[src/bridge_steer_defines.vh]
`ifndef BRIDGE_STEER_DEFINES_VH
`define BRIDGE_STEER_DEFINES_VH

// Register byte offsets
`define OFS_CTRL_FIRST      8'h00
`define OFS_CTRL_SECOND     8'h04
`define OFS_DB_FORWARD      8'h08
`define OFS_DB_REVERSE      8'h0C
`define OFS_SHUTDOWN        8'h10
`define OFS_STATUS          8'h14

// Field positions
`define CTRL_EN_BIT         7
`define CTRL_MODE_MSB       2
`define CTRL_MODE_LSB       0
`define POL_A_BIT           0
`define POL_B_BIT           1
`define POL_C_BIT           2
`define POL_D_BIT           3
`define SD_SOFT_BIT         0
`define SD_FLAG_BIT         1

// Mode encodings
`define MODE_HALF_BRIDGE    3'h0
`define MODE_FWD_BRIDGE     3'h2
`define MODE_REV_BRIDGE     3'h3
`define MODE_PUSH_PULL      3'h4
`define MODE_BRIDGE_HI      2'h1

// Reset values
`define RST_CTRL_FIRST      8'h00
`define RST_CTRL_SECOND     4'h0
`define RST_DB_COUNT        6'h00

// Timing
`define DB_WIDTH            6

// AXI responses
`define RESP_OKAY           2'h0
`define RESP_SLVERR         2'h2

`endif

[src/bridge_steer.v]
// Notes on behaviour
// Push-pull sends alternate input pulses to outputs A and B, never both.
// Sequencer returns to start when disabled or on shutdown.
// Input pulses advance the sequencer; first pulse after reset goes to A.
// Push-pull C and D copy A and B, each with own polarity.
// Forward bridge: A active, B and C inactive, D modulated.
// Reverse bridge: C active, A and D inactive, B modulated.
// A direction change in full-bridge inserts a dead-band interval.
// Flipping only the low mode bit swaps direction while enabled.
// Modulation input is synchronised to the clock before use.
//
// The register offsets and the AXI4-Lite slave port are this design's own decisions.
`timescale 1ns/100ps
`include "bridge_steer_defines.vh"
module bridge_steer (
	input  wire        aclk,
	input  wire        aresetn,
	input  wire [31:0] s_axi_awaddr,
	input  wire [2:0]  s_axi_awprot,
	input  wire        s_axi_awvalid,
	output wire        s_axi_awready,
	input  wire [31:0] s_axi_wdata,
	input  wire [3:0]  s_axi_wstrb,
	input  wire        s_axi_wvalid,
	output wire        s_axi_wready,
	output wire [1:0]  s_axi_bresp,
	output wire        s_axi_bvalid,
	input  wire        s_axi_bready,
	input  wire [31:0] s_axi_araddr,
	input  wire [2:0]  s_axi_arprot,
	input  wire        s_axi_arvalid,
	output wire        s_axi_arready,
	output wire [31:0] s_axi_rdata,
	output wire [1:0]  s_axi_rresp,
	output wire        s_axi_rvalid,
	input  wire        s_axi_rready,
	input  wire        modulation_in,
	input  wire        shutdown_in,
	output wire        drive_out_a,
	output wire        drive_out_b,
	output wire        drive_out_c,
	output wire        drive_out_d
);
	// Register state
	reg [7:0]           waveform_ctrl_first_q;
	reg [3:0]           waveform_ctrl_second_q;
	reg [`DB_WIDTH-1:0] db_forward_q;
	reg [`DB_WIDTH-1:0] db_reverse_q;
	reg                 soft_shutdown_q;
	reg                 shutdown_flag_q;

	// AXI state
	reg                 aw_got_q;
	reg                 w_got_q;
	reg [7:0]           aw_addr_q;
	reg [31:0]          w_data_q;
	reg [3:0]           w_strb_q;
	reg                 bvalid_q;
	reg [1:0]           bresp_q;
	reg                 rvalid_q;
	reg [1:0]           rresp_q;
	reg [31:0]          rdata_q;

	// Steering state
	reg                 mod_prev_q;
	reg                 next_b_q;
	reg                 cur_b_q;
	reg                 dir_rev_q;
	reg [3:0]           drive_q;

	wire [1:0]          sync_levels;
	wire                mod_sync;
	wire                sd_sync;
	wire                db_busy;
	wire                db_done;

	wire                enable;
	wire [2:0]          mode;
	wire                full_bridge;
	wire                want_rev;
	wire                shut_event;
	wire                seq_reset;
	wire                mod_rise;
	wire                pulse_to_b;
	wire                db_start;
	wire [`DB_WIDTH-1:0] db_count;
	wire                do_write;
	wire                ar_take;
	wire                sd_clear;

	function addr_mapped;
		input [7:0] a;
		begin
			addr_mapped = (a == `OFS_CTRL_FIRST) || (a == `OFS_CTRL_SECOND) ||
				(a == `OFS_DB_FORWARD) || (a == `OFS_DB_REVERSE) ||
				(a == `OFS_SHUTDOWN) || (a == `OFS_STATUS);
		end
	endfunction

	// two-flop input sync
	level_sync #(
		.WIDTH    (2)
	) u_sync (
		.aclk     (aclk),
		.aresetn  (aresetn),
		.async_in ({shutdown_in, modulation_in}),
		.sync_out (sync_levels)
	);

	assign mod_sync    = sync_levels[0];
	assign sd_sync     = sync_levels[1];
	assign enable      = waveform_ctrl_first_q[`CTRL_EN_BIT];
	assign mode        = waveform_ctrl_first_q[`CTRL_MODE_MSB:`CTRL_MODE_LSB];
	assign full_bridge = (mode[2:1] == `MODE_BRIDGE_HI);
	assign want_rev    = mode[0];
	assign shut_event  = sd_sync | soft_shutdown_q;

	// AXI write channel: address and data taken in either order
	assign s_axi_awready = !aw_got_q && !bvalid_q;
	assign s_axi_wready  = !w_got_q && !bvalid_q;
	assign s_axi_bvalid  = bvalid_q;
	assign s_axi_bresp   = bresp_q;
	assign do_write      = aw_got_q && w_got_q;

	always @(posedge aclk) begin
		if (!aresetn) begin
			aw_got_q  <= 1'b0;
			w_got_q   <= 1'b0;
			aw_addr_q <= 8'h00;
			w_data_q  <= 32'h00000000;
			w_strb_q  <= 4'h0;
			bvalid_q  <= 1'b0;
			bresp_q   <= `RESP_OKAY;
		end else begin
			if (s_axi_awvalid && s_axi_awready) begin
				aw_got_q  <= 1'b1;
				aw_addr_q <= {s_axi_awaddr[7:2], 2'b00};
			end
			if (s_axi_wvalid && s_axi_wready) begin
				w_got_q  <= 1'b1;
				w_data_q <= s_axi_wdata;
				w_strb_q <= s_axi_wstrb;
			end
			if (do_write) begin
				aw_got_q <= 1'b0;
				w_got_q  <= 1'b0;
				bvalid_q <= 1'b1;
				bresp_q  <= addr_mapped(aw_addr_q) ? `RESP_OKAY : `RESP_SLVERR;
			end else if (bvalid_q && s_axi_bready) begin
				bvalid_q <= 1'b0;
			end
		end
	end

	// Write-one-to-clear of the shutdown flag
	assign sd_clear = do_write && w_strb_q[0] && (aw_addr_q == `OFS_SHUTDOWN) && w_data_q[`SD_FLAG_BIT];

	// mode bits rewritable while enabled
	always @(posedge aclk) begin
		if (!aresetn) begin
			waveform_ctrl_first_q  <= `RST_CTRL_FIRST;
			waveform_ctrl_second_q <= `RST_CTRL_SECOND;
			db_forward_q           <= `RST_DB_COUNT;
			db_reverse_q           <= `RST_DB_COUNT;
			soft_shutdown_q        <= 1'b0;
		end else if (do_write && w_strb_q[0]) begin
			case (aw_addr_q)
				`OFS_CTRL_FIRST: begin
					waveform_ctrl_first_q <= {w_data_q[7], 4'h0, w_data_q[2:0]};
				end
				`OFS_CTRL_SECOND: begin
					waveform_ctrl_second_q <= w_data_q[3:0];
				end
				`OFS_DB_FORWARD: begin
					db_forward_q <= w_data_q[`DB_WIDTH-1:0];
				end
				`OFS_DB_REVERSE: begin
					db_reverse_q <= w_data_q[`DB_WIDTH-1:0];
				end
				`OFS_SHUTDOWN: begin
					soft_shutdown_q <= w_data_q[`SD_SOFT_BIT];
				end
				default: begin
				end
			endcase
		end
	end

	// Sticky shutdown; a live event beats the clear
	always @(posedge aclk) begin
		if (!aresetn)
			shutdown_flag_q <= 1'b0;
		else if (shut_event)
			shutdown_flag_q <= 1'b1;
		else if (sd_clear)
			shutdown_flag_q <= 1'b0;
	end

	// AXI read channel
	assign ar_take       = s_axi_arvalid && !rvalid_q;
	assign s_axi_arready = !rvalid_q;
	assign s_axi_rvalid  = rvalid_q;
	assign s_axi_rresp   = rresp_q;
	assign s_axi_rdata   = rdata_q;

	always @(posedge aclk) begin
		if (!aresetn) begin
			rvalid_q <= 1'b0;
			rresp_q  <= `RESP_OKAY;
			rdata_q  <= 32'h00000000;
		end else if (ar_take) begin
			rvalid_q <= 1'b1;
			rresp_q  <= addr_mapped({s_axi_araddr[7:2], 2'b00}) ? `RESP_OKAY : `RESP_SLVERR;
			case ({s_axi_araddr[7:2], 2'b00})
				`OFS_CTRL_FIRST:  rdata_q <= {24'h000000, waveform_ctrl_first_q};
				`OFS_CTRL_SECOND: rdata_q <= {28'h0000000, waveform_ctrl_second_q};
				`OFS_DB_FORWARD:  rdata_q <= {{(32-`DB_WIDTH){1'b0}}, db_forward_q};
				`OFS_DB_REVERSE:  rdata_q <= {{(32-`DB_WIDTH){1'b0}}, db_reverse_q};
				`OFS_SHUTDOWN:    rdata_q <= {30'h00000000, shutdown_flag_q, soft_shutdown_q};
				`OFS_STATUS:      rdata_q <= {24'h000000, mod_sync, dir_rev_q, db_busy, next_b_q, drive_q};
				default:          rdata_q <= 32'h00000000;
			endcase
		end else if (rvalid_q && s_axi_rready) begin
			rvalid_q <= 1'b0;
		end
	end

	// sequencer reset on disable or shutdown
	assign seq_reset  = !enable || shut_event || shutdown_flag_q;
	assign mod_rise   = mod_sync && !mod_prev_q;
	assign pulse_to_b = mod_rise ? next_b_q : cur_b_q;

	// each rising input edge advances the sequencer, except while seq_reset holds it at start
	always @(posedge aclk) begin
		if (!aresetn) begin
			mod_prev_q <= 1'b0;
			next_b_q   <= 1'b0;
			cur_b_q    <= 1'b0;
		end else begin
			mod_prev_q <= mod_sync;
			if (seq_reset) begin
				next_b_q <= 1'b0;
				cur_b_q  <= 1'b0;
			end else if (mod_rise) begin
				cur_b_q  <= next_b_q;
				next_b_q <= !next_b_q;
			end
		end
	end

	// dead band on forward/reverse change
	assign db_start = enable && full_bridge && !shutdown_flag_q && (want_rev != dir_rev_q);
	assign db_count = want_rev ? db_reverse_q : db_forward_q;

	dead_band_timer #(
		.WIDTH   (`DB_WIDTH)
	) u_db (
		.aclk    (aclk),
		.aresetn (aresetn),
		.start   (db_start),
		.count   (db_count),
		.busy    (db_busy),
		.done    (db_done)
	);

	// When enabled in full-bridge, applied direction only changes after the dead band expires; otherwise it follows mode bit 0
	always @(posedge aclk) begin
		if (!aresetn)
			dir_rev_q <= 1'b0;
		else if (!enable || !full_bridge)
			dir_rev_q <= want_rev;
		else if (db_done)
			dir_rev_q <= want_rev;
	end

	// Output steering, logical active-high before polarity
	always @(posedge aclk) begin
		if (!aresetn) begin
			drive_q <= 4'h0;
		end else if (seq_reset || db_busy) begin
			drive_q <= 4'h0;
		end else begin
			case (mode)
				`MODE_PUSH_PULL: begin
					// one pulse per output, C/D mirror A/B
					drive_q <= {mod_sync && pulse_to_b, mod_sync && !pulse_to_b,
						mod_sync && pulse_to_b, mod_sync && !pulse_to_b};
				end
				`MODE_FWD_BRIDGE, `MODE_REV_BRIDGE: begin
					// static pair plus one modulated output
					if (dir_rev_q)
						drive_q <= {1'b0, 1'b1, mod_sync, 1'b0};
					else
						drive_q <= {mod_sync, 1'b0, 1'b0, 1'b1};
				end
				`MODE_HALF_BRIDGE: begin
					drive_q <= {!mod_sync, mod_sync, !mod_sync, mod_sync};
				end
				default: begin
					drive_q <= 4'h0;
				end
			endcase
		end
	end

	// Polarity applied at the pins; a set bit makes the output active low
	assign drive_out_a = drive_q[0] ^ waveform_ctrl_second_q[`POL_A_BIT];
	assign drive_out_b = drive_q[1] ^ waveform_ctrl_second_q[`POL_B_BIT];
	assign drive_out_c = drive_q[2] ^ waveform_ctrl_second_q[`POL_C_BIT];
	assign drive_out_d = drive_q[3] ^ waveform_ctrl_second_q[`POL_D_BIT];
endmodule // bridge_steer

[src/dead_band_timer.v]
`timescale 1ns/100ps
`include "bridge_steer_defines.vh"
module dead_band_timer #(
	parameter WIDTH = `DB_WIDTH
) (
	input  wire             aclk,
	input  wire             aresetn,
	input  wire             start,
	input  wire [WIDTH-1:0] count,
	output wire             busy,
	output wire             done
);
	reg             busy_q;
	reg [WIDTH-1:0] cnt_q;

	// Interval is count+1 cycles so a zero count still breaks the overlap
	always @(posedge aclk) begin
		if (!aresetn) begin
			busy_q <= 1'b0;
			cnt_q  <= {WIDTH{1'b0}};
		end else if (start && !busy_q) begin
			busy_q <= 1'b1;
			cnt_q  <= count;
		end else if (busy_q) begin
			if (cnt_q == {WIDTH{1'b0}})
				busy_q <= 1'b0;
			else
				cnt_q <= cnt_q - {{(WIDTH-1){1'b0}}, 1'b1};
		end
	end

	assign busy = busy_q;
	assign done = busy_q && (cnt_q == {WIDTH{1'b0}});
endmodule // dead_band_timer

[src/level_sync.v]
`timescale 1ns/100ps
module level_sync #(
	parameter WIDTH = 2
) (
	input  wire             aclk,
	input  wire             aresetn,
	input  wire [WIDTH-1:0] async_in,
	output wire [WIDTH-1:0] sync_out
);
	reg [WIDTH-1:0] meta_q;
	reg [WIDTH-1:0] sync_q;

	// Only the second stage is visible to logic
	always @(posedge aclk) begin
		if (!aresetn) begin
			meta_q <= {WIDTH{1'b0}};
			sync_q <= {WIDTH{1'b0}};
		end else begin
			meta_q <= async_in;
			sync_q <= meta_q;
		end
	end

	assign sync_out = sync_q;
endmodule // level_sync

[config.mk]
export PLATFORM = sky130hd
export DESIGN_NAME = bridge_steer
export DESIGN_NICKNAME = d
export VERILOG_FILES = /design/src/bridge_steer.v /design/src/dead_band_timer.v /design/src/level_sync.v
export VERILOG_INCLUDE_DIRS = /design/src /design/src/src
export SDC_FILE = /design/constraint.sdc
export NUM_CORES = 1
export LEC_CHECK = 0
export BUFFER_PORTS_ARGS = -buffer_cell sky130_fd_sc_hd__buf_2
export CAP_MARGIN = 20
export CORE_ASPECT_RATIO = 1.5
export CORE_MARGIN = 3
export CORE_UTILIZATION = 30
export DETAILED_ROUTE_END_ITERATION = 7
export GPL_TIMING_DRIVEN = 0
export SETUP_SLACK_MARGIN = 0.2
export SLEW_MARGIN = 15
export SYNTH_ARGS = -nofsm -noshare
export SYNTH_HDL_FRONTEND = slang
export SYNTH_SLANG_ARGS = --single-unit
export TNS_END_PERCENT = 50
[constraint.sdc]
create_clock -name aclk -period 2.3 [get_ports aclk]
set_input_delay 0.345 -clock aclk [delete_from_list [all_inputs] [get_ports aclk]]
set_output_delay 0.345 -clock aclk [all_outputs]
set_load 0.005 [all_outputs]
==> qor.tcl <==
set qor(row_count) 46
set qor(number_of_buffers_added_for_setup_after_cts) 0
set qor(hold_viol) 0
set qor(worst_path_arrival_time_ns) 2.32
set qor(hold_path_depth) 2
set qor(dieHeight_um) 134.4
set qor(worst_case_setup_slack_after_placement_ns) 0.2440
set qor(timing.critical_path.slowest_cell_delay_ns) 0.50
set qor(vias) 2837
set qor(io_pins) 160
set qor(synth-seq-area-share_pct) 41.88
set qor(setup_total_negative_slack_ns) 0
set qor(worstPathCellList) {or3_4 > or3_1 > buf_6 > nor3b_2 > mux2i_1}
set qor(standard_cell_with_the_maximum_stage_delay_on_the_critical_path) {sky130_fd_sc_hd__nor3b_2}
set qor(critical_path.startpoint_type) {flop}
set qor(areaGrowthSynthToFinish_pct) 25.80
set qor(max-slew-margin-rel_pct) 53.03
set qor(core_area_um2) 10650
set qor(synth.yosys.warnings) 0
set qor(kind_of_path_behind_the_tightest_hold_check) {in2reg}
set qor(fin_crit_ns) 2.059
set qor(worst-path-buf-inv) 1
set qor(first_global_vias) 2796
set qor(worst_skew_pair.late_latency_ns) 0.33
set qor(cts-buffers-inserted) 9
set qor(estimated_wirelength_of_the_detail_placed_design_mm) 6.479
set qor(period_share_pct) 89.51
set qor(post-route-worst-setup-slack_ns) 0.2413
set qor(gp_routability_congestion) 0.8962
set qor(syn_avg_cell_area_um2) 8.702
set qor(timing.hold.worst_endpoint) {u_sync.meta_q[0]$_SDFF_PN0_}
set qor(placed_cell_areas_um2) 3802
set qor(power.switching_mw) 0.6604
set qor(synth_enable_flop_cells) 0
set qor(power_frac_clock_pct) 50.9
set qor(clockRootBuffer) {sky130_fd_sc_hd__clkbuf_16}
set qor(worst_r2r_endpoint) {waveform_ctrl_second_q[0]$_SDFFE_PN0P_}
set qor(timing.final.max_slew_violations) 0
set qor(post-layout-total-power_mw) 2.997
set qor(drt-vias-per-instance) 4.651
set qor(setup_viol) 0
set qor(antenna_violating_nets_post_route) 0
set qor(global_route.overflow_total) 0
set qor(final.fill_count) 1091
set qor(r2r_setup_slack_ns) 0.24
set qor(port_buffers) 46
set qor(detail_route.wl_per_cell_um) 13.81
set qor(global_route.usage.total_pct) 14.03
set qor(crit_path_end_kind) {flop}
set qor(max_cap_viols) 0
set qor(detail_route.first_pass.iterations) 4
set qor(htreeDepth) 3
set qor(syn_inst) 379
set qor(run_status) {finished clean}
set qor(drt-total-wl_mm) 8.423
set qor(num-nets-final) 578
set qor(grt_setup_unrepaired) {false}
set qor(drc_errors) 0
set qor(drt_iter0_markers) 169
set qor(final_util_pct) 38.97
set qor(share_comb_of_total_power_pct) 7.3
set qor(path_delay_family) {simple AND/OR/NAND/NOR gates}
set qor(post_synth_num_cell_types) 46
set qor(yosys_register_bits) 69
set qor(critical_path.reg2reg.startpoint) {aw_addr_q[5]$_SDFFE_PN0P_}
set qor(drive_gt1_share_pct) 22.96
set qor(antenna_found_initial) 0
set qor(dominantRegCellSynth) {sky130_fd_sc_hd__dfxtp_1}
set qor(fin_worst_skew_ns) 0.005323
set qor(internal_power_mw) 2.336
set qor(critical_path.max_fanout) 4
set qor(clock_sink_count) 69
set qor(antenna_cells) 0
set qor(post-route-cell-area_um2) 4149
set qor(crit_type) {reg2reg}
set qor(postSynth.asyncResetShare_pct) 0
set qor(worstPathRequired_ns) 2.56
set qor(hp-start) {modulation_in}
set qor(initial_core_util_pct) 30.98
set qor(tritoncts) {done}
set qor(power-per-cell-area_nw_per_um2) 722.3
set qor(sequentialPowerShare_pct) 41.8
set qor(grt_pass1_wl_mm) 13.50
set qor(power_leakage_nw) 1.694
set qor(switching_share_pct) 22.04
set qor(multi_input_comb_area_um2) 1724
set qor(r2r_cells) 5
set qor(synthesis.area_um2) 3298
set qor(seq_area_um2) 1381
set qor(cts.reportedPaths.clkPinSlew_ns) 0.06
set qor(horiz_die_dim_um) 91.61
set qor(dieArea_um2) 12310
set qor(worstMarginPinSlew_ns) 0.7003
set qor(vdd_drop_max_v) 0.0006407
set qor(cts_max_path_buffers) 2
set qor(largest_net_degree_at_the_start_of_global_routing) 13
set qor(timing.fmax_ghz) 0.4857
-- worst max-delay path by stage --
| stage | from | endpoint | cells past startpoint |
|---|---|---|---|
| after global placement | aw_addr_q[5]$_SDFFE_PN0P_ | waveform_ctrl_first_q[2]$_SDFFE_PN0P_ | 3 |
| after CTS | aw_addr_q[5]$_SDFFE_PN0P_ | waveform_ctrl_first_q[2]$_SDFFE_PN0P_ | 3 |
| after detailed placement | aw_addr_q[5]$_SDFFE_PN0P_ | waveform_ctrl_first_q[2]$_SDFFE_PN0P_ | 3 |
| final | aw_addr_q[5]$_SDFFE_PN0P_ | waveform_ctrl_second_q[0]$_SDFFE_PN0P_ | 5 |
| after floorplan | aw_addr_q[5]$_SDFFE_PN0P_ | db_forward_q[0]$_SDFFE_PN0P_ | 5 |
| after global routing | aw_addr_q[5]$_SDFFE_PN0P_ | waveform_ctrl_second_q[0]$_SDFFE_PN0P_ | 5 |
-- synth_stat cells (4+ instances only) --
cell type | n | area (µm²)
sky130_fd_sc_hd__a211oi_1 | 10 | 75.07
sky130_fd_sc_hd__a21oi_1 | 24 | 120.1
sky130_fd_sc_hd__a31oi_1 | 5 | 31.28
sky130_fd_sc_hd__and2_1 | 8 | 50.05
sky130_fd_sc_hd__buf_4 | 26 | 195.2
sky130_fd_sc_hd__clkbuf_1 | 15 | 56.30
sky130_fd_sc_hd__dfxtp_1 | 69 | 1381
sky130_fd_sc_hd__inv_1 | 6 | 22.52
sky130_fd_sc_hd__mux2_2 | 6 | 67.56
sky130_fd_sc_hd__mux2i_1 | 36 | 360.4
sky130_fd_sc_hd__nand2_1 | 59 | 221.5
sky130_fd_sc_hd__nand2b_1 | 7 | 43.79
sky130_fd_sc_hd__nand3_1 | 14 | 70.07
sky130_fd_sc_hd__nor2_1 | 24 | 90.09
sky130_fd_sc_hd__nor2b_1 | 6 | 37.54
sky130_fd_sc_hd__nor3_1 | 5 | 25.02
sky130_fd_sc_hd__o21ai_0 | 14 | 70.07
sky130_fd_sc_hd__xor2_1 | 4 | 35.03
-- through the flow --
step	instances	hold slack (ns)
5_1_grt	610	0.2264
3_3_place_gp	594	0.4139
2_1_floorplan	404	0.4119
3_5_place_dp	594	0.4238
6_report	610	0.2149
4_1_cts	610	0.2075
-- cell type report --
class                      count  area share, %
multi-input combinational    284          41.56
tap                          144          4.343
buffer                        45          6.665
clock buffer                  11          6.092
inverter                       6         0.5428
clock inverter                 5          1.960
sequential                    69          33.29
timing repair buffer          46          5.549
-- layer usage --
metal	part of all wire (%)	global-route usage (%)
met1	38	14.13
met2	51	25.09
met3	5.2	2.974
met4	5.7	10.32
met5	0	0
-- cells by family after synthesis --
kind of cell,count (synthesis),share of synthesized area (%)
compound gates,63,11.72
mux,42,12.97
xor+xnor,7,1.859
flops,69,41.88
simple gates,144,21.62
fa+ha+maj,2,0.7586
buf+inv,51,9.066
other cells,1,0.1137
-- placed cells by master (no fill, tap or decap), types with 2 or more instances in the layout --
master / count
sky130_fd_sc_hd__a2bb2oi_1: 2
sky130_fd_sc_hd__nor2b_1: 6
sky130_fd_sc_hd__a21oi_1: 24
sky130_fd_sc_hd__or4b_2: 3
sky130_fd_sc_hd__xnor2_1: 3
sky130_fd_sc_hd__clkbuf_1: 15
sky130_fd_sc_hd__o21ai_0: 14
sky130_fd_sc_hd__inv_1: 6
sky130_fd_sc_hd__nand2b_1: 7
sky130_fd_sc_hd__or3_1: 3
sky130_fd_sc_hd__a31oi_1: 5
sky130_fd_sc_hd__conb_1: 26
sky130_fd_sc_hd__bufinv_16: 2
sky130_fd_sc_hd__and3_1: 2
sky130_fd_sc_hd__clkbuf_16: 9
sky130_fd_sc_hd__clkbuf_8: 2
sky130_fd_sc_hd__a22o_1: 2
sky130_fd_sc_hd__buf_2: 47
sky130_fd_sc_hd__buf_4: 26
sky130_fd_sc_hd__a211oi_1: 10
sky130_fd_sc_hd__nor2_1: 24
sky130_fd_sc_hd__nand2_1: 59
sky130_fd_sc_hd__mux2i_1: 36
sky130_fd_sc_hd__or4_1: 3
sky130_fd_sc_hd__and2_1: 8
sky130_fd_sc_hd__nor3_1: 5
sky130_fd_sc_hd__nand3_1: 14
sky130_fd_sc_hd__ha_1: 2
sky130_fd_sc_hd__mux2_2: 6
sky130_fd_sc_hd__xor2_1: 4
sky130_fd_sc_hd__dfxtp_1: 69
-- power by group through the flow --
stage                     combinational [mW]  clock, mW  sequential [mW]
after floorplan                        0.151          0             1.27
after global placement                 0.214          0             1.28
final                                  0.218       1.53             1.25
after CTS                              0.217       1.55             1.25
after detailed placement               0.217          0             1.28
after global routing                   0.247       1.59             1.26
-- registers in the layout, indices dropped and copies added, names as in the netlist, 6 cells and up --
name and cells:
u_db.cnt_q 6, s_axi_rdata 8, db_reverse_q 6, db_forward_q 6
w_data_q 7, aw_addr_q 6
-- timing repair --
action	CTS	global route
resized for setup	0	1
hold buffers	0	0
endpoints found under the setup margin	0	2
No activity file was read; power rests on OpenSTA's default activity.
